File: config.mk
export PLATFORM = sky130hd
export DESIGN_NAME = ubrg_top
export DESIGN_NICKNAME = d
export VERILOG_FILES = /design/src/pkg/ubrg_pkg.sv /design/src/logic/ubrg_majority.sv /design/src/logic/ubrg_top.sv
export VERILOG_INCLUDE_DIRS = /design/src /design/src/pkg
export SDC_FILE = /design/constraint.sdc
export NUM_CORES = 1
export LEC_CHECK = 0
export ABC_CLOCK_PERIOD_IN_PS = 3050
export BUFFER_PORTS_ARGS = -buffer_cell sky130_fd_sc_hd__buf_2
export CORE_AREA = 2 2 116 118
export CTS_CLUSTER_SIZE = 10
export DETAILED_ROUTE_END_ITERATION = 12
export DIE_AREA = 0 0 118 120
export GPL_ROUTABILITY_DRIVEN = 0
export HOLD_SLACK_MARGIN = 0.02
export PLACE_DENSITY = 0.59
export SYNTH_ARGS = -nofsm -noshare
export SYNTH_HDL_FRONTEND = slang
export SYNTH_SLANG_ARGS = --single-unit
File: constraint.sdc
create_clock -name clk_i -period 3.05 [get_ports clk_i]
set_input_delay 0.1525 -clock clk_i [delete_from_list [all_inputs] [get_ports clk_i]]
set_output_delay 0.1525 -clock clk_i [all_outputs]
set_load 0.1 [all_outputs]
File: src/pkg/ubrg_regs.svh
`ifndef UBRG_REGS_SVH
`define UBRG_REGS_SVH

// register byte addresses on the 16-byte window
`define UBRG_ADDR_TXCTL 4'h0
`define UBRG_ADDR_RXCTL 4'h4
`define UBRG_ADDR_DIV 4'h8
`define UBRG_ADDR_STAT 4'hC

// reset values, identical for every kind of reset
`define UBRG_TXCTL_RST 8'h02
`define UBRG_RXCTL_RST 8'h00
`define UBRG_DIV_RST 8'h00

// software-writable bits of the two control registers
`define UBRG_TXCTL_WMASK 8'hF5
`define UBRG_RXCTL_WMASK 8'hF8

// field positions in the transmit control register
`define UBRG_TX_CLKSRC_BIT 7
`define UBRG_TX_ENABLE_BIT 5
`define UBRG_TX_SYNC_BIT 4
`define UBRG_TX_HIGH_SPEED_BIT 2
`define UBRG_TX_SHIFT_EMPTY_BIT 1

// field positions in the receive control register
`define UBRG_RX_PORT_EN_BIT 7

// prescaler terminal counts: divide by 64, 16 and 4
`define UBRG_PRESC_ASYNC_LOW 6'h3F
`define UBRG_PRESC_ASYNC_HIGH 6'h0F
`define UBRG_PRESC_SYNC 6'h03

// axi responses
`define UBRG_RESP_OKAY 2'h0
`define UBRG_RESP_SLVERR 2'h2

`endif

File: src/pkg/ubrg_pkg.sv
package ubrg_pkg;

  // divide ratio selected by the mode bits
  typedef enum logic [1:0] {
    UBRG_RATE_ASYNC_LOW,
    UBRG_RATE_ASYNC_HIGH,
    UBRG_RATE_SYNC
  } ubrg_rate_t;

  typedef logic [7:0] ubrg_byte_t;

endpackage

File: src/logic/ubrg_majority.sv
// three-sample majority detector for the receive data pin
module ubrg_majority (
  input wire logic clk_i,      // oscillator clock
  input wire logic rst_n_i,    // synchronous reset, active low
  input wire logic sample_i,   // one-cycle sample strobe
  input wire logic pin_i,      // receive data pin level
  output logic level_o         // voted level
);
  import ubrg_pkg::*;

  logic [2:0] smp_r;

  // shift window of three samples; idle line is high
  always_ff @(posedge clk_i) begin
    if (!rst_n_i) begin
      smp_r <= 3'h7;
    end else if (sample_i) begin
      smp_r <= {smp_r[1:0], pin_i};
    end
  end

  // two of three wins, so one glitchy sample cannot flip the level
  always_ff @(posedge clk_i) begin
    if (!rst_n_i) begin
      level_o <= 1'b1;
    end else begin
      level_o <= (smp_r[0] & smp_r[1]) | (smp_r[1] & smp_r[2]) |
                 (smp_r[0] & smp_r[2]);
    end
  end

endmodule

File: src/logic/ubrg_top.sv
// Decided for this implementation: the address map and register access over AXI4-Lite.
`include "ubrg_regs.svh"

// Notes on behaviour
// - one 8-bit generator serves both modes
// - free-running timer, period from divisor register
// - every divisor value 0 to 255 accepted
// - high-speed bit steers asynchronous divide ratio
// - synchronous mode ignores the high-speed bit
// - async low speed: divide by 64(X+1)
// - async high speed: divide by 16(X+1)
// - synchronous: divide by 4(X+1)
// - synchronous rates only as master with internal clock
// - divisor write clears the timer at once
// - receive pin voted by three-sample majority
// - same reset values on every reset
module ubrg_top #(
  parameter int DIV_W = 8            // divisor and timer width
) (
  input wire logic clk_i,            // oscillator clock, 20 MHz
  input wire logic rst_n_i,          // synchronous reset, active low
  // axi4-lite write address
  input wire logic [3:0] s_axi_awaddr,  // write byte address
  input wire logic s_axi_awvalid,    // write address valid
  output logic s_axi_awready,        // write address ready
  // axi4-lite write data
  input wire logic [31:0] s_axi_wdata,  // write data
  input wire logic [3:0] s_axi_wstrb,   // byte enables
  input wire logic s_axi_wvalid,     // write data valid
  output logic s_axi_wready,         // write data ready
  // axi4-lite write response
  output logic [1:0] s_axi_bresp,    // write response
  output logic s_axi_bvalid,         // write response valid
  input wire logic s_axi_bready,     // write response ready
  // axi4-lite read address
  input wire logic [3:0] s_axi_araddr,  // read byte address
  input wire logic s_axi_arvalid,    // read address valid
  output logic s_axi_arready,        // read address ready
  // axi4-lite read data
  output logic [31:0] s_axi_rdata,   // read data
  output logic [1:0] s_axi_rresp,    // read response
  output logic s_axi_rvalid,         // read data valid
  input wire logic s_axi_rready,     // read data ready
  // usart side
  input wire logic receive_data_pin_i,  // receive data pin
  output logic rate_tick_o,          // one pulse per bit period
  output logic sample_tick_o,        // one pulse per timer step
  output logic rx_level_o,           // majority-voted receive level
  output logic gen_active_o,         // generator sets the rate
  output logic sync_mode_o,          // synchronous mode selected
  output ubrg_pkg::ubrg_byte_t tx_control_o,  // transmit control
  output ubrg_pkg::ubrg_byte_t rx_control_o   // receive control
);
  import ubrg_pkg::*;

  // the register holds 8 bits; the timer cannot be wider than that
  if (DIV_W < 1 || DIV_W > 8) begin : g_bad_width
    $error("ubrg_top: DIV_W must lie between 1 and 8");
  end

  // ---------------------------------------------------------------
  // decode helpers
  // ---------------------------------------------------------------

  // divide mode from the transmit control bits
  function automatic ubrg_rate_t rate_of(input ubrg_byte_t ctl);
    ubrg_rate_t m;
    if (ctl[`UBRG_TX_SYNC_BIT]) begin
      m = UBRG_RATE_SYNC;
    end else if (ctl[`UBRG_TX_HIGH_SPEED_BIT]) begin
      m = UBRG_RATE_ASYNC_HIGH;
    end else begin
      m = UBRG_RATE_ASYNC_LOW;
    end
    return m;
  endfunction

  // last prescaler count for a mode
  function automatic logic [5:0] presc_last(input ubrg_rate_t m);
    logic [5:0] v;
    case (m)
      UBRG_RATE_ASYNC_LOW: begin
        v = `UBRG_PRESC_ASYNC_LOW;
      end
      UBRG_RATE_ASYNC_HIGH: begin
        v = `UBRG_PRESC_ASYNC_HIGH;
      end
      UBRG_RATE_SYNC: begin
        v = `UBRG_PRESC_SYNC;
      end
      default: begin
        v = `UBRG_PRESC_ASYNC_LOW;
      end
    endcase
    return v;
  endfunction

  // known register address check
  function automatic logic addr_known(input logic [3:0] a);
    return (a == `UBRG_ADDR_TXCTL) || (a == `UBRG_ADDR_RXCTL) ||
           (a == `UBRG_ADDR_DIV) || (a == `UBRG_ADDR_STAT);
  endfunction

  // ---------------------------------------------------------------
  // state
  // ---------------------------------------------------------------
  ubrg_byte_t tx_ctl_r;
  ubrg_byte_t rx_ctl_r;
  logic [DIV_W-1:0] div_r;
  logic [DIV_W-1:0] tim_r;
  logic [5:0] presc_r;
  logic tick_r;
  logic step_r;
  logic rx_level;

  logic aw_full_r;
  logic [3:0] aw_addr_r;
  logic w_full_r;
  logic [31:0] w_data_r;
  logic [3:0] w_strb_r;
  logic bvalid_r;
  logic [1:0] bresp_r;
  logic rvalid_r;
  logic [31:0] rdata_r;
  logic [1:0] rresp_r;

  ubrg_rate_t rate_mode;
  logic [5:0] presc_end;
  logic gen_active;
  logic presc_wrap;
  logic tim_wrap;

  // ---------------------------------------------------------------
  // axi write channel
  // ---------------------------------------------------------------
  logic aw_take;
  logic w_take;
  logic have_aw;
  logic have_w;
  logic wr_fire;
  logic [3:0] wr_addr;
  logic [31:0] wr_data;
  logic wr_lane0;
  logic wr_tx;
  logic wr_rx;
  logic wr_div;

  // each channel is held alone until its partner arrives
  assign s_axi_awready = !aw_full_r && !bvalid_r;
  assign s_axi_wready = !w_full_r && !bvalid_r;
  assign aw_take = s_axi_awvalid && s_axi_awready;
  assign w_take = s_axi_wvalid && s_axi_wready;
  assign have_aw = aw_full_r || aw_take;
  assign have_w = w_full_r || w_take;
  assign wr_fire = have_aw && have_w;
  assign wr_addr = aw_full_r ? aw_addr_r : s_axi_awaddr;
  assign wr_data = w_full_r ? w_data_r : s_axi_wdata;
  assign wr_lane0 = w_full_r ? w_strb_r[0] : s_axi_wstrb[0];

  // registers live in byte lane 0; other lanes are ignored
  assign wr_tx = wr_fire && wr_lane0 && (wr_addr == `UBRG_ADDR_TXCTL);
  assign wr_rx = wr_fire && wr_lane0 && (wr_addr == `UBRG_ADDR_RXCTL);
  assign wr_div = wr_fire && wr_lane0 && (wr_addr == `UBRG_ADDR_DIV);

  // address holding stage
  always_ff @(posedge clk_i) begin
    if (!rst_n_i) begin
      aw_full_r <= 1'b0;
      aw_addr_r <= 4'h0;
    end else if (wr_fire) begin
      aw_full_r <= 1'b0;
    end else if (aw_take) begin
      aw_full_r <= 1'b1;
      aw_addr_r <= s_axi_awaddr;
    end
  end

  // data holding stage
  always_ff @(posedge clk_i) begin
    if (!rst_n_i) begin
      w_full_r <= 1'b0;
      w_data_r <= 32'h00000000;
      w_strb_r <= 4'h0;
    end else if (wr_fire) begin
      w_full_r <= 1'b0;
    end else if (w_take) begin
      w_full_r <= 1'b1;
      w_data_r <= s_axi_wdata;
      w_strb_r <= s_axi_wstrb;
    end
  end

  // write response; unknown addresses answer slave error
  always_ff @(posedge clk_i) begin
    if (!rst_n_i) begin
      bvalid_r <= 1'b0;
      bresp_r <= `UBRG_RESP_OKAY;
    end else if (wr_fire) begin
      bvalid_r <= 1'b1;
      bresp_r <= addr_known(wr_addr) ? `UBRG_RESP_OKAY
                                     : `UBRG_RESP_SLVERR;
    end else if (s_axi_bready) begin
      bvalid_r <= 1'b0;
    end
  end

  assign s_axi_bvalid = bvalid_r;
  assign s_axi_bresp = bresp_r;

  // ---------------------------------------------------------------
  // control registers
  // ---------------------------------------------------------------

  // transmit control; read-only bits keep their reset value
  always_ff @(posedge clk_i) begin
    if (!rst_n_i) begin
      tx_ctl_r <= `UBRG_TXCTL_RST;
    end else if (wr_tx) begin
      tx_ctl_r <= (wr_data[7:0] & `UBRG_TXCTL_WMASK) |
                  (tx_ctl_r & ~`UBRG_TXCTL_WMASK);
    end
  end

  // receive control; the error and ninth-bit flags stay clear here
  always_ff @(posedge clk_i) begin
    if (!rst_n_i) begin
      rx_ctl_r <= `UBRG_RXCTL_RST;
    end else if (wr_rx) begin
      rx_ctl_r <= (wr_data[7:0] & `UBRG_RXCTL_WMASK) |
                  (rx_ctl_r & ~`UBRG_RXCTL_WMASK);
    end
  end

  // divisor: no value is refused
  always_ff @(posedge clk_i) begin
    if (!rst_n_i) begin
      div_r <= DIV_W'(`UBRG_DIV_RST);
    end else if (wr_div) begin
      div_r <= wr_data[DIV_W-1:0];
    end
  end

  // ---------------------------------------------------------------
  // baud generator
  // ---------------------------------------------------------------
  assign rate_mode = rate_of(tx_ctl_r);
  assign presc_end = presc_last(rate_mode);

  // a synchronous slave takes its clock from outside
  assign gen_active = !tx_ctl_r[`UBRG_TX_SYNC_BIT] ||
                      tx_ctl_r[`UBRG_TX_CLKSRC_BIT];

  assign presc_wrap = gen_active && (presc_r == presc_end);
  assign tim_wrap = presc_wrap && (tim_r == div_r);

  // prescaler; a mode change into a shorter ratio is caught by >=
  always_ff @(posedge clk_i) begin
    if (!rst_n_i) begin
      presc_r <= 6'h00;
    end else if (wr_div || !gen_active) begin
      presc_r <= 6'h00;
    end else if (presc_r >= presc_end) begin
      presc_r <= 6'h00;
    end else begin
      presc_r <= presc_r + 6'h01;
    end
  end

  // shared 8-bit timer counts 0..X, then reloads by itself
  always_ff @(posedge clk_i) begin
    if (!rst_n_i) begin
      tim_r <= '0;
    end else if (wr_div || !gen_active) begin
      tim_r <= '0;
    end else if (tim_wrap) begin
      tim_r <= '0;
    end else if (presc_wrap) begin
      tim_r <= tim_r + DIV_W'(1);
    end
  end

  // registered strobes, one cycle each
  always_ff @(posedge clk_i) begin
    if (!rst_n_i) begin
      tick_r <= 1'b0;
      step_r <= 1'b0;
    end else begin
      tick_r <= tim_wrap && !wr_div;
      step_r <= presc_wrap && !wr_div;
    end
  end

  // receive pin voter, sampled once per timer step
  ubrg_majority u_vote (
    .clk_i(clk_i),
    .rst_n_i(rst_n_i),
    .sample_i(step_r),
    .pin_i(receive_data_pin_i),
    .level_o(rx_level)
  );

  // ---------------------------------------------------------------
  // axi read channel
  // ---------------------------------------------------------------
  logic ar_take;
  logic [31:0] rd_word;

  assign s_axi_arready = !rvalid_r;
  assign ar_take = s_axi_arvalid && s_axi_arready;

  // read multiplexer; status word shows live generator state
  always_comb begin
    rd_word = 32'h00000000;
    case (s_axi_araddr)
      `UBRG_ADDR_TXCTL: begin
        rd_word[7:0] = tx_ctl_r;
      end
      `UBRG_ADDR_RXCTL: begin
        rd_word[7:0] = rx_ctl_r;
      end
      `UBRG_ADDR_DIV: begin
        rd_word[DIV_W-1:0] = div_r;
      end
      `UBRG_ADDR_STAT: begin
        rd_word[0] = rx_level;
        rd_word[1] = gen_active;
        rd_word[3:2] = rate_mode;
        rd_word[13:8] = presc_r;
        rd_word[16 +: DIV_W] = tim_r;
      end
      default: begin
        rd_word = 32'h00000000;
      end
    endcase
  end

  // read data held until the master takes it
  always_ff @(posedge clk_i) begin
    if (!rst_n_i) begin
      rvalid_r <= 1'b0;
      rdata_r <= 32'h00000000;
      rresp_r <= `UBRG_RESP_OKAY;
    end else if (ar_take) begin
      rvalid_r <= 1'b1;
      rdata_r <= rd_word;
      rresp_r <= addr_known(s_axi_araddr) ? `UBRG_RESP_OKAY
                                          : `UBRG_RESP_SLVERR;
    end else if (s_axi_rready) begin
      rvalid_r <= 1'b0;
    end
  end

  assign s_axi_rvalid = rvalid_r;
  assign s_axi_rdata = rdata_r;
  assign s_axi_rresp = rresp_r;

  // ---------------------------------------------------------------
  // usart-facing outputs
  // ---------------------------------------------------------------
  assign rate_tick_o = tick_r;
  assign sample_tick_o = step_r;
  assign rx_level_o = rx_level;
  assign gen_active_o = gen_active;
  assign sync_mode_o = tx_ctl_r[`UBRG_TX_SYNC_BIT];
  assign tx_control_o = tx_ctl_r;
  assign rx_control_o = rx_ctl_r;

endmodule

==> flow_summary.ini <==
[yosys]
syn_area_mm2 = 0.00376
yosysSeqAreaShare_pct = 42.5
synth-simple-area-share_pct = 19.9
ys_warn_count = 0
syn_inst = 379
synth_edf_count = 0
synth_compound_area_share_pct = 16.1
synth-async-reset-ratio_pct = 0
synth_top_family_by_area = simple AND/OR/NAND/NOR gates
synthDistinctLibCells = 57
postSynthAreaPerCell_um2 = 9.93
synth_xor_area_share_pct = 3.72
synth-seq-cells = 80
synthAdderAreaFrac_pct = 1.99
yosys_most_used_dff = dfxtp_1
synthMuxAreaShare_pct = 9.11

[floorplanning]
initial_utilization_pct = 29.0
core_mm2 = 0.0130
die_w_um = 118
die_area_mm2 = 0.0142
num_rows = 42
die_h_um = 120
pin_count = 114

[grt]
grt_pass1_wl_um = 14600
grt_max_degree = 67
grt_usage_pct = 12.8
grt.overflow.total = 0
grt_pass1_vias = 2827
antenna_found_initial = 0

[timing]
period_needed_ns = 2.43
fmax_ghz = 0.412
tns_ns = 0
rsz0062_at_grt = false
holdWs_ns = 0.0319
hold_violations = 0
finalCritPeriodShare_pct = 79.6
setup_viol = 0
worst_pin_slew_ns = 0.913
slew-limit-headroom_pct = 39.1
finClkSkew_ns = 0.00831
maxSlewViolCount = 0

[critical_path]
crit_path_end = tim_r[7]$_SDFFE_PP0N_
worstReg2RegStart = tx_control_o[2]$_SDFFE_PN0P_
start_kind = flop
cp.depth = 6
worst-endpoint-arrival_ns = 2.67
slowest_delay_ns = 0.52
critPathCaptureType = flop
r2r_cells = 6
ff2ff_setup_slack_ns = 0.62
cp_num_buf_inv = 0
path_class = reg -> reg
startpoint = tx_control_o[2]$_SDFFE_PN0P_
cpMaxStageDelayCell = or4_1
path_cells = or2_2, ha_1, nand3_2, or3_4, or4_1, a211oi_1
cp_data_required_time_ns = 3.29
critPathTopFamily = simple AND/OR/NAND/NOR gates
cp_max_fo = 10
rr_endpoint = tim_r[7]$_SDFFE_PP0N_

[pwr]
p_sw_uw = 749
p_int_mw = 1.74
p_leak_nw = 1.82
power_density_mw_per_mm2 = 554
power_frac_seq_pct = 44.0
irDropWorstVdd_v = 0.000306
switching_share_pct = 30.1
p_clk_share_pct = 39.7
finalPower_mw = 2.48
p_comb_share_pct = 16.3

[routing]
vias = 2910
drt-vias-per-instance = 4.67
drt_iter0_markers = 80
remaining_drc_errors = 0
routed_wirelength_um = 8780
antenna_left = 0
dr.pass1.iters = 4
wl_per_cell_um = 14.1

[cells_and_area]
design_area_mm2 = 0.00449
final_cell_mix = dfxtp_1, buf_2, nor2b_1
final_common_cell = dfxtp_1
fill_cells = 1334
drive_gt1_share_pct = 26.6
nNetsFinal = 500
antenna_cells = 0
syn_to_final_growth_pct = 19.1

[clock_tree]
cts_max_level = 3
clockBufferDepth = 2
insertion_delay_ns = 0.33
numCtsBuffers = 9
path_clk_slew_ns = 0.06
cts.sink_count = 80
cts_hold_buf = 0
cts-resized-gates = 0
cts_tree = yes
cts_root_buf = clkbuf_16
postCtsSetupBuffers = 0

[outcome]
outcome = finished, final reports clean

[min_path]
worstHoldPathType = in -> reg

[placed_design]
dpl_cell_area_mm2 = 0.00421
port_buffers = 69
dpl.hpwl_um = 6550

[run]
drv_cap = 0
final cells by class:
type	instances	area (um^2)	area share, %
sequential	80	1600	35.7
timing repair buffer	75	390	8.70
clock inverter	5	32.5	0.725
inverter	6	22.5	0.502
multi-input combinational	270	1980	44.0
tap	176	220	4.91
clock buffer	11	243	5.41
power groups by stage:
stage	combinational [mW]	sequential [mW]	clock, mW
final	0.404	1.09	0.986
after global routing	0.430	1.10	1.06
after CTS	0.405	1.09	1.01
after detailed placement	0.404	1.12	0
after global placement	0.400	1.12	0
after floorplan	0.297	1.17	0
state kept, by name (all words and copies together), names as in the netlist, 3 cells and up:
register and flops:
rx_control_o 5, presc_r 6, tim_r 8, div_r 8
u_vote.smp_r 3, aw_addr_r 4, tx_control_o 6, w_data_r 8
s_axi_rdata 22
how the worst min path moves through the flow:
stage,startpoint,endpoint,slack (ns),cells after the start
after floorplan,receive_data_pin_i,u_vote.smp_r[0]$_SDFFE_PN1P_,0.28,2
after global placement,receive_data_pin_i,u_vote.smp_r[0]$_SDFFE_PN1P_,0.37,3
after detailed placement,receive_data_pin_i,u_vote.smp_r[0]$_SDFFE_PN1P_,0.38,3
after CTS,receive_data_pin_i,u_vote.smp_r[0]$_SDFFE_PN1P_,0.03,3
after global routing,receive_data_pin_i,u_vote.smp_r[0]$_SDFFE_PN1P_,0.05,3
final,receive_data_pin_i,u_vote.smp_r[0]$_SDFFE_PN1P_,0.03,3
worst min-delay path, delay by kind of cell:
family,cells,cell delay [ns]
buf+inv,1,0.07
mux,1,0.05
simple gates,1,0.05
synth_stat cells, types with 3 or more instances:
cell	number	area share, %
a211oi_1	3	0.60
a21oi_1	6	0.80
a22oi_1	21	4.2
buf_2	3	0.40
buf_4	18	3.6
clkbuf_1	15	1.5
dfxtp_1	80	43
ha_1	6	2.0
inv_1	6	0.60
mux2i_1	32	8.5
nand2_1	22	2.2
nand2b_1	4	0.66
nand3_1	4	0.53
nor2_1	8	0.80
nor2b_1	39	6.5
nor3_1	8	1.1
nor3b_1	6	1.2
nor4_1	9	1.5
o21ai_0	4	0.53
o221a_2	17	5.1
o2bb2ai_1	4	0.93
xnor2_1	13	3.0
xor2_1	3	0.70
per-stage QoR:
step                      worst slack [ns]  utilization (%)  instances
after floorplan                      0.192                -        394
after global placement               0.714             32.4        607
after detailed placement             0.670             32.4        607
after CTS                            0.619             34.6        623
after global routing                 0.530             34.6        623
final                                0.624             34.6        623
kinds of logic (layout without fill, tap and decap cells):
group                    count (synthesis)  in the layout
AO/OA/AOI/OAI                           73             73
XOR/XNOR                                16             16
adder cells (fa/ha/maj)                  6              6
buffers and inverters                   44             97
flip-flops                              80             80
multiplexers                            34             34
other                                    2             17
AND/OR/NAND/NOR                        124            124
layer usage:
| layer | share of wire, % | vias up | GRT usage [%] |
|---|---|---|---|
| met5 | 0 | - | 0 |
| met4 | 1.2 | 0 | 3.77 |
| met3 | 5.3 | 9 | 3.94 |
| met2 | 47 | 70 | 20.7 |
| met1 | 47 | 1342 | 16.5 |
| li1 | - | 1489 | - |
No activity file was read; power rests on OpenSTA's default activity.
